===== config.mk =====
export PLATFORM = sky130hd
export DESIGN_NAME = uncore_queue_event_select
export DESIGN_NICKNAME = d
export VERILOG_FILES = /design/src/uqes_pkg.sv /design/src/snoop_if.sv /design/src/snoop_responder.sv /design/src/uncore_queue_event_select.sv
export SDC_FILE = /design/constraint.sdc
export NUM_CORES = 1
export LEC_CHECK = 0
export ABC_AREA = 1
export BUFFER_PORTS_ARGS = -buffer_cell sky130_fd_sc_hd__buf_4
export CAP_MARGIN = 20
export CORE_MARGIN = 4
export CORE_UTILIZATION = 56
export CTS_CLUSTER_SIZE = 20
export DETAILED_ROUTE_END_ITERATION = 7
export GPL_TIMING_DRIVEN = 0
export PLACE_DENSITY_LB_ADDON = 0.08
export SLEW_MARGIN = 20
export SYNTH_ARGS = -nofsm -noshare
export SYNTH_HDL_FRONTEND = slang
export SYNTH_HIERARCHICAL = 1
export SYNTH_SLANG_ARGS = --single-unit

===== constraint.sdc =====
create_clock -name CORE_CLK_I -period 5.1 [get_ports CORE_CLK_I]
set_input_delay 0.51 -clock CORE_CLK_I [delete_from_list [all_inputs] [get_ports CORE_CLK_I]]
set_output_delay 0.51 -clock CORE_CLK_I [all_outputs]
set_load 0.1 [all_outputs]

===== src/uqes_pkg.sv =====
package uqes_pkg;
    // ---------------------------------------------------------------
    // register bus geometry and register indices
    // ---------------------------------------------------------------
    localparam int ADDR_W = 12;
    localparam int DATA_W = 32;
    localparam int CNT_W = 32;
    localparam logic [11:0] IDX_EVSEL = 12'h300;
    localparam logic [11:0] IDX_FILTER = 12'h301;
    localparam logic [11:0] IDX_COUNT = 12'h302;
    localparam logic [11:0] IDX_STATUS = 12'h303;
    // event select field positions
    localparam int EVSEL_CODE_LSB = 0;
    localparam int EVSEL_UMASK_LSB = 8;
    localparam int EVSEL_THR_LSB = 16;
    localparam int EVSEL_EN_BIT = 24;
    localparam logic [31:0] EVSEL_RST = 32'h0000_0000;
    localparam logic [7:0] FILTER_RST = 8'h00;
    // ---------------------------------------------------------------
    // event codes
    // ---------------------------------------------------------------
    localparam logic [7:0] EV_RT_OCCUP = 8'h02;
    localparam logic [7:0] EV_DATA_IN = 8'h04;
    localparam logic [7:0] EV_DATA_OUT = 8'h05;
    localparam logic [7:0] EV_LOCAL_REPLY = 8'h06;
    localparam logic [7:0] EV_REMOTE_REPLY = 8'h07;
    localparam logic [7:0] EV_SNOOP_MOVE = 8'h0c;
    // snoop move subselect bits
    localparam int UM_TO_SHARED = 0;
    localparam int UM_TO_INVALID = 1;
    localparam int UM_SHARED_FILT = 2;
    localparam int UM_INVALID_FILT = 3;
    // filter nibbles and original-state one-hot order m, e, s, f
    localparam int FILT_SHARED_LSB = 0;
    localparam int FILT_INVALID_LSB = 4;
    localparam int ORIG_M = 0;
    localparam int ORIG_E = 1;
    localparam int ORIG_S = 2;
    localparam int ORIG_F = 3;
    // snoop reply kind bits, equal to the reply subselect bits
    localparam int RPL_W = 6;
    localparam int RPL_ABSENT = 0;
    localparam int RPL_SHARED = 1;
    localparam int RPL_FWD_SHARED = 2;
    localparam int RPL_FWD_INVAL = 3;
    localparam int RPL_CONFLICT = 4;
    localparam int RPL_WRITEBACK = 5;
    // ---------------------------------------------------------------
    // monitored widths
    // ---------------------------------------------------------------
    localparam int IMPORT_W = 5;
    localparam int EXPORT_W = 3;
    localparam int RT_STAGES = 4;
    localparam int RT_OCC_W = 6;
    localparam int PPT_W = 8;
    typedef enum logic [2:0] {
        LINE_ABSENT, LINE_SHARED, LINE_EXCL, LINE_MOD, LINE_FWD
    } line_state_t;
endpackage : uqes_pkg


===== src/snoop_if.sv =====
`timescale 1ns/1ns
`default_nettype none
// snoop reply and line move, one pulse per answered snoop
interface snoop_if;
    import uqes_pkg::*;
    logic valid; // reply issued this cycle
    logic local_home; // line is locally homed
    logic [RPL_W-1:0] kind; // one-hot reply kind
    logic to_shared; // line moved to shared
    logic to_invalid; // line moved to invalid
    logic [3:0] orig; // one-hot original state
    logic writeback; // line written back to memory
    logic forward; // line data forwarded
    modport responder (
        output valid, local_home, kind, to_shared,
        output to_invalid, orig, writeback, forward
    );
    modport monitor (
        input valid, local_home, kind, to_shared,
        input to_invalid, orig, writeback, forward
    );
endinterface : snoop_if
`default_nettype wire


===== src/snoop_responder.sv =====
`timescale 1ns/1ns
`default_nettype none
module snoop_responder
    import uqes_pkg::*;
(
    input wire logic clk_i, // core clock
    input wire logic rst_b_i, // sync reset, low
    input wire logic req_i, // snoop request pulse
    input wire logic rfo_i, // request is read for ownership
    input wire logic local_i, // line locally homed
    input wire logic conflict_i, // conflicting request seen
    input wire line_state_t state_i, // cache lookup result
    snoop_if.responder rsp // reply toward monitor and pins
);
    // ---------------------------------------------------------------
    // reply decode
    // ---------------------------------------------------------------
    logic [RPL_W-1:0] kind_next; // reply kind
    logic [3:0] orig_next; // original state
    logic hit_next; // line present
    logic wb_next; // write back
    logic fwd_next; // forward data
    always_comb begin
        kind_next = '0;
        orig_next = 4'h0;
        hit_next = 1'b0;
        wb_next = 1'b0;
        fwd_next = 1'b0;
        if (conflict_i) begin
            kind_next[RPL_CONFLICT] = 1'b1;
        end else begin
            unique case (state_i)
                LINE_SHARED, LINE_FWD: begin
                    kind_next[RPL_SHARED] = 1'b1;
                    orig_next[state_i == LINE_FWD ? ORIG_F : ORIG_S] = 1'b1;
                    hit_next = 1'b1;
                end
                LINE_EXCL: begin
                    kind_next[RPL_FWD_SHARED] = 1'b1;
                    orig_next[ORIG_E] = 1'b1;
                    hit_next = 1'b1;
                    fwd_next = 1'b1;
                end
                LINE_MOD: begin
                    // an rfo owner rewrites the line soon: skip the write
                    kind_next[RPL_FWD_INVAL] = rfo_i;
                    kind_next[RPL_WRITEBACK] = !rfo_i;
                    wb_next = !rfo_i;
                    orig_next[ORIG_M] = 1'b1;
                    hit_next = 1'b1;
                    fwd_next = 1'b1;
                end
                default: begin
                    // absent and unused codes
                    kind_next[RPL_ABSENT] = 1'b1;
                end
            endcase
        end
    end
    // ---------------------------------------------------------------
    // registered reply, one cycle after the request
    // ---------------------------------------------------------------
    always_ff @(posedge clk_i) begin
        if (!rst_b_i) begin
            rsp.valid <= 1'b0;
            rsp.local_home <= 1'b0;
            rsp.kind <= '0;
            rsp.to_shared <= 1'b0;
            rsp.to_invalid <= 1'b0;
            rsp.orig <= 4'h0;
            rsp.writeback <= 1'b0;
            rsp.forward <= 1'b0;
        end else begin
            rsp.valid <= req_i;
            rsp.local_home <= req_i && local_i;
            rsp.kind <= req_i ? kind_next : '0;
            rsp.to_shared <= req_i && hit_next && !rfo_i;
            rsp.to_invalid <= req_i && hit_next && rfo_i;
            rsp.orig <= req_i ? orig_next : 4'h0;
            rsp.writeback <= req_i && wb_next;
            rsp.forward <= req_i && fwd_next;
        end
    end
endmodule : snoop_responder
`default_nettype wire


===== src/uncore_queue_event_select.sv =====
// What this block does
// - threshold 32 counts full, 1 counts busy
// - code 04 counts import cycles per source
// - code 05 counts export cycles per port
// - port events count busy cycles, not bytes
// - queue answers interconnect snoops, tracker entries
// - modified read hit replies and writes back
// - modified rfo hit forwards, no writeback
// - code 06 counts local home replies
// - code 07 counts remote home replies
// - subselect 01 shared, 02 invalid moves
// - subselect 04 filters shared moves by origin
// - subselect 08 filters invalid moves by origin
`timescale 1ns/1ns
`default_nettype none
module uncore_queue_event_select
    import uqes_pkg::*;
#(
    parameter int CW = CNT_W // event counter width
) (
    input wire logic CORE_CLK_I, // uncore clock
    input wire logic RST_B_I, // sync reset, low
    input wire logic [ADDR_W-1:0] REG_ADDR_I, // register index
    input wire logic [DATA_W-1:0] REG_WDATA_I, // write data
    input wire logic REG_WR_I, // write strobe
    input wire logic REG_RD_I, // read strobe
    output logic [DATA_W-1:0] REG_RDATA_O, // read data
    input wire logic [RT_STAGES-1:0][RT_OCC_W-1:0] RT_OCC_I, // stages
    input wire logic [IMPORT_W-1:0] IMPORT_BUSY_I, // import ports
    input wire logic [EXPORT_W-1:0] EXPORT_BUSY_I, // export ports
    input wire logic SNP_REQ_I, // snoop request pulse
    input wire logic SNP_RFO_I, // request is rfo
    input wire logic SNP_LOCAL_I, // line locally homed
    input wire logic SNP_CONFLICT_I, // conflict seen
    input wire line_state_t SNP_LINE_STATE_I, // lookup result
    output logic SNP_REPLY_VALID_O, // reply pulse
    output logic SNP_REPLY_LOCAL_O, // reply for local home
    output logic [RPL_W-1:0] SNP_REPLY_KIND_O, // one-hot kind
    output logic SNP_WRITEBACK_O, // writeback pulse
    output logic SNP_FORWARD_O, // forward pulse
    output logic [PPT_W-1:0] PPT_COUNT_O, // probe tracker entries
    output logic [CW-1:0] EVENT_COUNT_O // counter value
);
    // ---------------------------------------------------------------
    // register state
    // ---------------------------------------------------------------
    logic [31:0] evsel_reg; // event select
    logic [7:0] filter_reg; // snoop move filter
    logic [CW-1:0] count_reg; // event counter
    logic [CW-1:0] count_next; // next counter value
    logic [PPT_W-1:0] ppt_reg; // probe tracker entries
    logic [DATA_W-1:0] rdata_reg; // read answer
    logic [DATA_W-1:0] rdata_next; // read mux
    logic [7:0] code; // selected event code
    logic [7:0] umask; // selected subselect
    logic [7:0] thr; // occupancy threshold
    logic count_en; // counting enabled
    logic [CW-1:0] inc; // amount to add this cycle
    snoop_if rsp (); // reply from responder

    assign code = evsel_reg[EVSEL_CODE_LSB +: 8];
    assign umask = evsel_reg[EVSEL_UMASK_LSB +: 8];
    assign thr = evsel_reg[EVSEL_THR_LSB +: 8];
    assign count_en = evsel_reg[EVSEL_EN_BIT];

    // ---------------------------------------------------------------
    // snoop responder
    // ---------------------------------------------------------------
    // the responder keeps the coherence decision apart from the
    // counting, so the reply pins never wait for event selection
    snoop_responder u_resp (
        .clk_i(CORE_CLK_I),
        .rst_b_i(RST_B_I),
        .req_i(SNP_REQ_I),
        .rfo_i(SNP_RFO_I),
        .local_i(SNP_LOCAL_I),
        .conflict_i(SNP_CONFLICT_I),
        .state_i(SNP_LINE_STATE_I),
        .rsp(rsp.responder)
    );

    // reply pins come straight from the responder flops
    assign SNP_REPLY_VALID_O = rsp.valid;
    assign SNP_REPLY_LOCAL_O = rsp.local_home;
    assign SNP_REPLY_KIND_O = rsp.kind;
    assign SNP_WRITEBACK_O = rsp.writeback;
    assign SNP_FORWARD_O = rsp.forward;
    assign PPT_COUNT_O = ppt_reg;
    assign EVENT_COUNT_O = count_reg;
    assign REG_RDATA_O = rdata_reg;

    // ---------------------------------------------------------------
    // peer probe tracker occupancy
    // ---------------------------------------------------------------
    // an entry is taken with the request and freed by the reply;
    // both in one cycle leave the count as it was
    always_ff @(posedge CORE_CLK_I) begin
        if (!RST_B_I) begin
            ppt_reg <= '0;
        end else if (SNP_REQ_I && !rsp.valid) begin
            ppt_reg <= ppt_reg + 8'h01;
        end else if (!SNP_REQ_I && rsp.valid) begin
            ppt_reg <= ppt_reg - 8'h01;
        end
    end

    // ---------------------------------------------------------------
    // read tracker stage selection
    // ---------------------------------------------------------------
    // each subselect bit watches one stage: bit 0 the whole tracker,
    // bits 1..3 the miss, cache reply and id acquired stages
    logic [RT_STAGES-1:0] stage_ge; // stage at or over threshold
    logic [RT_STAGES:0][7:0] occ_sum; // running selected sum
    assign occ_sum[0] = 8'h00;
    genvar g;
    generate
        for (g = 0; g < RT_STAGES; g++) begin : g_stage
            logic [7:0] occ; // stage count, widened
            assign occ = {2'b00, RT_OCC_I[g]};
            // 32 means full, 1 means holding any entry
            assign stage_ge[g] = umask[g] && (thr != 8'h00)
                && (occ >= thr);
            assign occ_sum[g+1] = occ_sum[g]
                + (umask[g] ? occ : 8'h00);
        end
    endgenerate

    // ---------------------------------------------------------------
    // snoop move conditions
    // ---------------------------------------------------------------
    // each filtered move has its own filter nibble, shared in bits 3..0
    // and invalid in bits 7..4, so both can be selected at one time
    logic move_plain_s; // any move to shared
    logic move_plain_i; // any move to invalid
    logic move_filt_s; // filtered move to shared
    logic move_filt_i; // filtered move to invalid
    logic move_hit; // any selected move
    assign move_plain_s = umask[UM_TO_SHARED]
        && rsp.to_shared;
    assign move_plain_i = umask[UM_TO_INVALID]
        && rsp.to_invalid;
    assign move_filt_s = umask[UM_SHARED_FILT] && rsp.to_shared
        && |(filter_reg[FILT_SHARED_LSB +: 4] & rsp.orig);
    assign move_filt_i = umask[UM_INVALID_FILT] && rsp.to_invalid
        && |(filter_reg[FILT_INVALID_LSB +: 4] & rsp.orig);
    assign move_hit = move_plain_s || move_plain_i
        || move_filt_s || move_filt_i;

    // ---------------------------------------------------------------
    // reply and port conditions
    // ---------------------------------------------------------------
    logic local_hit; // selected local home reply
    logic remote_hit; // selected remote home reply
    logic import_hit; // selected import port busy
    logic export_hit; // selected export port busy
    // composites such as 24 or 1a simply or the kind bits
    assign local_hit = rsp.valid && rsp.local_home
        && |(umask[RPL_W-1:0] & rsp.kind);
    assign remote_hit = rsp.valid && !rsp.local_home
        && |(umask[RPL_W-1:0] & rsp.kind);
    // a busy port counts one per cycle whatever it moves, so
    // 8 and 16 byte transfers look the same here
    assign import_hit = |(umask[IMPORT_W-1:0]
        & IMPORT_BUSY_I);
    assign export_hit = |(umask[EXPORT_W-1:0]
        & EXPORT_BUSY_I);

    // ---------------------------------------------------------------
    // increment selection
    // ---------------------------------------------------------------
    // threshold zero adds the summed occupancy, which
    // software divides by allocations for latency;
    // right only once the queue was drained at setup
    always_comb begin
        inc = '0;
        case (code)
            EV_RT_OCCUP: begin
                if (thr == 8'h00) begin
                    inc = CW'(occ_sum[RT_STAGES]);
                end else begin
                    inc = CW'(|stage_ge);
                end
            end
            EV_DATA_IN: begin
                inc = CW'(import_hit);
            end
            EV_DATA_OUT: begin
                inc = CW'(export_hit);
            end
            EV_LOCAL_REPLY: begin
                inc = CW'(local_hit);
            end
            EV_REMOTE_REPLY: begin
                inc = CW'(remote_hit);
            end
            EV_SNOOP_MOVE: begin
                inc = CW'(move_hit);
            end
            default: begin
                // unknown codes count nothing
                inc = '0;
            end
        endcase
    end

    // ---------------------------------------------------------------
    // event counter
    // ---------------------------------------------------------------
    // a software load wins over the count of that cycle; the
    // counter wraps silently, overflow is software's to watch
    always_comb begin
        count_next = count_reg;
        if (REG_WR_I && (REG_ADDR_I == IDX_COUNT)) begin
            count_next = REG_WDATA_I[CW-1:0];
        end else if (count_en) begin
            count_next = count_reg + inc;
        end
    end

    always_ff @(posedge CORE_CLK_I) begin
        if (!RST_B_I) begin
            count_reg <= '0;
        end else begin
            count_reg <= count_next;
        end
    end

    // ---------------------------------------------------------------
    // event select register
    // ---------------------------------------------------------------
    // only code, subselect, threshold and enable are kept
    always_ff @(posedge CORE_CLK_I) begin
        if (!RST_B_I) begin
            evsel_reg <= EVSEL_RST;
        end else if (REG_WR_I && (REG_ADDR_I == IDX_EVSEL)) begin
            evsel_reg <= {7'h00, REG_WDATA_I[EVSEL_EN_BIT:0]};
        end
    end

    // ---------------------------------------------------------------
    // snoop move filter register
    // ---------------------------------------------------------------
    // zero suits the unfiltered moves; a filtered move with a zero
    // filter never counts
    always_ff @(posedge CORE_CLK_I) begin
        if (!RST_B_I) begin
            filter_reg <= FILTER_RST;
        end else if (REG_WR_I && (REG_ADDR_I == IDX_FILTER)) begin
            filter_reg <= REG_WDATA_I[7:0];
        end
    end

    // ---------------------------------------------------------------
    // read answer
    // ---------------------------------------------------------------
    // data stand only in the cycle after the strobe, zero otherwise;
    // unmapped indices read as zero
    always_comb begin
        rdata_next = '0;
        if (REG_RD_I) begin
            case (REG_ADDR_I)
                IDX_EVSEL: begin
                    rdata_next = evsel_reg;
                end
                IDX_FILTER: begin
                    rdata_next = {24'h000000, filter_reg};
                end
                IDX_COUNT: begin
                    rdata_next = DATA_W'(count_reg);
                end
                IDX_STATUS: begin
                    rdata_next = {24'h000000, ppt_reg};
                end
                default: begin
                    rdata_next = '0;
                end
            endcase
        end
    end

    always_ff @(posedge CORE_CLK_I) begin
        if (!RST_B_I) begin
            rdata_reg <= '0;
        end else begin
            rdata_reg <= rdata_next;
        end
    end
endmodule : uncore_queue_event_select
`default_nettype wire


## After elaboration in Yosys (flattened, before gate mapping)

Cells that the tools add are included.

- Bitwise logic cells: 9
- Eq/ne operators: 14
- Reductions and logical operators: 55
- Order comparisons: 6
- Muxes and demuxes: 26
- Add/sub/neg operators: 6

Operator list:

| kind | number |
|---|---|
| 32-bit case mux with 6 select lines | 1 |
| 32-bit case mux with 4 select lines | 1 |
| 32-bit two-way mux | 2 |
| 12-bit by 10-bit equality test with 1-bit output (second input constant) | 4 |
| 32-bit adder | 1 |
| 8-bit by 3-bit equality test with 1-bit output (second input constant) | 4 |
| 32-bit by 1-bit greater-or-equal comparator with 1-bit output (second input constant) | 1 |
| 6-bit by 8-bit greater-or-equal comparator with 1-bit output | 4 |
| 32-bit by 4-bit < comparator with 1-bit output (second input constant) | 1 |
| 1-bit logical AND | 30 |
| 6-bit two-way mux | 4 |
| 8-bit two-way mux | 3 |
| 4-bit OR reduction | 6 |
| 1-bit two-way mux | 12 |
| 7-bit by 6-bit adder with 8-bit output | 1 |
| 8-bit by 1-bit adder with 8-bit output (second input constant) | 1 |
| 8-bit by 6-bit adder with 8-bit output | 1 |
| 4-bit AND | 2 |
| 8-bit by 2-bit equality test with 1-bit output (second input constant) | 1 |
| 8-bit by 4-bit equality test with 1-bit output (second input constant) | 1 |
| 8-bit zero test | 1 |
| 8-bit nonzero test | 1 |
| 8-bit by 1-bit subtractor with 8-bit output (second input constant) | 1 |
| 6-bit by 6-bit adder with 7-bit output | 1 |
| other kinds (17) | 31 |

- Flip-flop bits (word level): 121
- Logic and storage cells: 132
- Output and inout bits: 82

## Longest topological paths before layout

- Depth in word-level cells: 9
- Gate-level depth with buffers: 28
- Depth with buffers taken out: 27

## Modules after synthesis

Netlist, hierarchy kept.

By module, submodules not included:

| module | instances | cells each | seq. area each (µm²) | area each (µm²) |
|---|---|---|---|---|
| uncore_queue_event_select | 1 | 1094 | 2102.0 | 7259.5 |
| snoop_responder | 1 | 49 | 300.3 | 481.7 |

## Worst setup path before layout

OpenSTA, ideal clock, no wires.

- Path type: input port to flip-flop
- From: input RT_OCC_I[1] in the netlist's numbering
- To: register count_reg[29] (netlist: EVENT_COUNT_O[29])
- Required time: 4968 ps
- Stages on the path: 25
- Slack: 873 ps
- Library setup time: 132 ps
- Path buffers: 0
- Arrival time: 4095 ps
- Cells stage by stage: nand2_1 -> inv_1 -> fa_1 -> inv_1 -> fa_1 -> inv_1 -> ha_1 -> fa_1 -> a21o_1 -> a21oi_1 -> o21ai_0 -> a21oi_1 -> nor2_1 -> ha_1 -> nand2_1 -> nor2_1 -> inv_1 -> nor2_1 -> nand2_1 -> nand2_1 -> nand2_1 -> nand2_1 -> nand3_1 -> nand2_1 -> a21oi_1

- Longest elaborated chain between the ends: 9

RTL lines:

| item | RTL line | text |
|---|---|---|
| from (decl) | uncore_queue_event_select.sv:28 | `input wire logic [RT_STAGES-1:0][RT_OCC_W-1:0] RT_OCC_I,` |
| 6-bit two-way mux | uncore_queue_event_select.sv:124 | `+ (umask[g] ? occ : 8'h00);` |
| 6-bit by 6-bit adder with 7-bit output | uncore_queue_event_select.sv:124 |  |
| 7-bit by 6-bit adder with 8-bit output | uncore_queue_event_select.sv:124 |  |
| 8-bit by 6-bit adder with 8-bit output | uncore_queue_event_select.sv:124 |  |
| 8-bit two-way mux * | uncore_queue_event_select.sv:178 | `if (thr == 8'h00) begin` |
| 32-bit case mux with 6 select lines * | uncore_queue_event_select.sv:176 | `case (code)` |
| 32-bit adder * | uncore_queue_event_select.sv:216 | `count_next = count_reg + inc;` |
| 32-bit two-way mux * | uncore_queue_event_select.sv:215 | `end else if (count_en) begin` |
| 32-bit two-way mux * | uncore_queue_event_select.sv:213 | `if (REG_WR_I && (REG_ADDR_I == IDX_COUNT)) begin` |
| to (signal assigned) | uncore_queue_event_select.sv:224 | `count_reg <= count_next;` |
| to (decl) | uncore_queue_event_select.sv:49 | `logic [CW-1:0] count_reg;` |

Mark *: on every way between the ends. The rest lies on a longest branch, timed or not. The select of a mux whose other input is x is not followed.
A chain may end at the register's enable or synchronous reset.

## Worst setup path after layout

- From: register evsel_reg[10]
- To: register count_reg[22] (netlist: EVENT_COUNT_O[22])

- Longest elaborated chain between the ends: 8

RTL lines:

| item | RTL line | text |
|---|---|---|
| from (decl) | uncore_queue_event_select.sv:47 | `logic [31:0] evsel_reg;` |
| from (signal assigned) | uncore_queue_event_select.sv:236 | `evsel_reg <= {7'h00, REG_WDATA_I[EVSEL_EN_BIT:0]};` |
| 6-bit two-way mux, or another cell as far along | uncore_queue_event_select.sv:124 |  |
| 7-bit by 6-bit adder with 8-bit output, or another cell as far along | uncore_queue_event_select.sv:124 |  |
| 8-bit by 6-bit adder with 8-bit output, or another cell as far along | uncore_queue_event_select.sv:124 |  |
| 8-bit two-way mux or 1-bit logical OR (tied branches) | uncore_queue_event_select.sv:178, uncore_queue_event_select.sv:147 |  |
| 32-bit case mux with 6 select lines * | uncore_queue_event_select.sv:176 |  |
| 32-bit adder * | uncore_queue_event_select.sv:216 |  |
| 32-bit two-way mux * | uncore_queue_event_select.sv:215 |  |
| 32-bit two-way mux * | uncore_queue_event_select.sv:213 |  |

Marks and branches as above.

==> key figures <==
Place
  – Number of buffers inserted by port buffering: 168
  – Worst setup timing slack at the placement stage: 196 ps
  – HPWL after detailed placement: 19100 um
  – Gpl congestion: 0.930

Worst setup path
  – Startpoint of the worst register-to-register path: evsel_reg[10]
  – Worst EP required: 5460 ps
  – Critical Path Start: evsel_reg[10]
  – Delay of the slowest critical-path stage: 550 ps
  – Crit path depth: 23
  – Critical path type: reg -> reg
  – Endpoint arrival time on the critical path: 5050 ps
  – Crit-path slowest cell: sky130_fd_sc_hd__fa_1
  – Cell type with the highest occurrence count on the critical path: sky130_fd_sc_hd__nand2_1
  – Element type at the critical path start: register
  – Critical Path, Cell by Cell: nand2_1 -> inv_1 -> fa_1 -> inv_1 -> fa_1 -> inv_1 -> ha_1 -> fa_1 -> a21o_1 -> a21oi_1 -> o21ai_0 -> a21oi_1 -> ha_1 -> nand2_1 -> inv_1 -> nand2_1 -> nand3_1 -> nand2_1 -> nand2_1 -> nand3_1 -> nand2_1 -> o21a_1 -> nor2_1
  – Reg-to-Reg End: EVENT_COUNT_O[22]
  – Setup slack of the most critical reg-to-reg path: 400 ps
  – Category of the worst setup path capture point: register
  – Critical path buffers and inverters: 4
  – Worst Setup EP: EVENT_COUNT_O[22]
  – Family with the most delay on the worst path: adder cells
  – Largest driver fanout on the critical path: 12
  – Number of cells on the worst reg-to-reg path: 23

Detailed routing
  – Met2 WL post-DR: 11600 um
  – Final wirelength: 24600 um
  – Post-detailed-route wirelength per cell: 16.2 um
  – Routed length on met3: 1900 um
  – Length of the first detailed-routing pass in iterations: 5
  – Routed via count: 8181
  – Number of remaining DRC errors: 0
  – First DRT Iteration DRCs: 666
  – Highest metal layer used by the detailed router: met4
  – Post-route ant nets: 0
  – Detailed-route vias per instance: 5.40
  – DRT met1 WL: 10400 um

Global routing
  – Via count of the first global-routing pass: 7756
  – Global-route wire length before repair: 39400 um
  – Maximum number of pins on one net before global-route repair: 17
  – Antenna violations before repair: 0
  – Global routing usage summed across all routing layers: 31.1%
  – Total gr overflow: 0

Layout
  – Fin nets: 1474
  – Diodes inserted: 0
  – Share of post-route cells with drive strength above 1: 18.6%
  – Area Growth Syn to Fin: 27.0%

Yosys
  – Netlist Area Pre-Place: 7740 um^2
  – Synth Area in Compound Gates: 14.9%
  – Number of flops mapped to enable cells by yosys: 0
  – Register area share after synthesis: 31.0%
  – Most common library cells after synthesis: sky130_fd_sc_hd__nand2_1, sky130_fd_sc_hd__inv_1, sky130_fd_sc_hd__nor2_1
  – Nets in the synthesized netlist: 1290
  – Share of synthesized cell area in and, or, nand and nor gates: 27.5%
  – Share of synthesized flip-flops with an asynchronous set or reset: 0%
  – Count of yosys warnings during synthesis: 6
  – Top cell type by total area after synthesis: sky130_fd_sc_hd__dfxtp_1
  – Dominant combinational cell family by area after synthesis: simple AND/OR/NAND/NOR gates
  – Most used standard cell by instance count after synthesis: sky130_fd_sc_hd__nand2_1
  – Seq cells post-synth: 120
  – Per-instance average area after synthesis: 6.77 um^2
  – Synth area leaders: sky130_fd_sc_hd__dfxtp_1, sky130_fd_sc_hd__nand2_1, sky130_fd_sc_hd__inv_1
  – Number of distinct standard cells referenced by the synthesized netlist: 46
  – Post-synthesis mux area share: 0%
  – Adder-Cell Fraction of Synth Area: 11.1%
  – Area fraction of the dominant cell type after synthesis: 31.0%
  – Share of the synthesized netlist area taken by xor and xnor gates: 1.81%
  – Most common flop cell mapped by yosys: sky130_fd_sc_hd__dfxtp_1
  – Number of standard cells after synthesis: 1143

Floorplan
  – X dimension of the die: 126 um
  – Initial Utilization: 57.8%
  – Vertical extent of the die: 126 um
  – Overall die area: 15800 um^2
  – Number of top-level pins: 169
  – Row Count: 42
  – Area of the core region: 13400 um^2

Clocking
  – H-tree depth reported by CTS: 4
  – Clock buffer count from CTS: 17
  – Clock-pin transition on the worst setup and hold timing paths: 60 ps
  – Sink Count: 120
  – Worst-skew pair later-pin latency: 430 ps
  – Clk Tree Root Cell: sky130_fd_sc_hd__clkbuf_16
  – CTS tree: yes
  – Clock Tree Buf Depth: 2

STA
  – Final slew viol count: 0
  – Number of failing hold endpoints at the final stage: 0
  – Worst slew pin tran: 743 ps
  – Post-layout minimum cycle time: 4700 ps
  – Max Clock Skew: 6.69 ps
  – Fraction of the cycle the final worst path needs: 92.1%
  – RSZ-0062 raised after global routing: false
  – Highest attainable clock frequency: 0.213 GHz
  – Final WS setup: 403 ps
  – Sum Neg Setup Slack: 0 ps
  – Number of setup violations in the final report: 0
  – Slew Limit Headroom: 50.5%

Job
  – Number of max-cap violations: 0

Pwr
  – Pleak: 4.64 nW
  – Worst vdd ir: 0.259 mV
  – Cell area power density: 260 nW/um^2

Hold path
  – Worst hold path class: in -> reg

Outcome
  – Status: complete, no violations
==> kinds of logic (layout without fill, tap and decap cells) <==
family / after synthesis / in the layout
adder cells (fa/ha/maj): 60 / 60
AO/OA/AOI/OAI: 195 / 195
buffers and inverters: 266 / 463
AND/OR/NAND/NOR: 486 / 486
XOR/XNOR: 16 / 16
flip-flops: 120 / 120
==> repair_timing <==
action	CTS	global route
setup endpoints to repair	0	17
hold buffers	0	0
resized for setup	0	3
setup buffers	0	0
==> report_power, final <==
group / total [W] / internal [W] / switching (W)
Sequential: 0.000964 / 0.000951 / 0.0000126
Clock: 0.00127 / 0.000778 / 0.000491
Combinational: 0.000327 / 0.000112 / 0.000215
Total: 0.00256 / 0.00184 / 0.000719
==> how the worst min path moves through the flow <==
stage	from	endpoint	slack, ps	depth (start not counted)
after floorplan	evsel_reg[14]	evsel_reg[14]	440	2
after global placement	evsel_reg[14]	evsel_reg[14]	460	2
after detailed placement	evsel_reg[14]	evsel_reg[14]	460	2
after CTS	SNP_RFO_I	u_resp/rsp.writeback	260	2
after global routing	SNP_RFO_I	u_resp/rsp.writeback	260	2
final	SNP_RFO_I	u_resp/rsp.writeback	260	2
==> through the flow <==
step	std cells	power [W]	hold slack [ps]	instance area (um^2)	utilization, %
after floorplan	1143	0.00119	440	7740	-
after global placement	1487	0.00130	456	9220	68.8
after detailed placement	1487	0.00131	460	9220	68.8
after CTS	1519	0.00256	258	9840	73.4
after global routing	1516	0.00263	261	9830	73.4
final	1516	0.00256	263	9830	73.4
==> layout by cell type, fill, tap and decap left out, drive strengths merged, types with 5 or more instances in the layout <==
cell    Yosys  final
nand4      21     21
o21ai      45     45
o211ai      5      5
a21oi      61     61
nand2     242    242
xor2       12     12
nor3       17     17
dfxtp     120    120
a211oi     33     33
inv       229    234
clkinv      1      5
ha         46     46
buf        16    184
clkbuf     20     34
o22ai      33     33
or2         6      6
nand3      61     61
fa         14     14
a31oi       6      6
nor2      135    135
==> metal layers <==
layer | track usage (%) | up-vias
met3 | 5.29 | 61
met2 | 51.4 | 374
met4 | 10.5 | 0
met1 | 41.2 | 3723
met5 | 0 | -
li1 | - | 4023
==> layout make-up <==
| cell class | count | area, um^2 |
|---|---|---|
| plain buffers | 33 | 180 |
| clock buffers | 17 | 425 |
| clock inverters | 15 | 191 |
| fillers | 1162 | 3570 |
| inverters | 230 | 865 |
| multi-input cells | 757 | 4280 |
| flip-flops and latches | 120 | 2400 |
| well taps | 176 | 220 |
| repair buffers | 168 | 1260 |
Power figures use the tool's default switching activity.
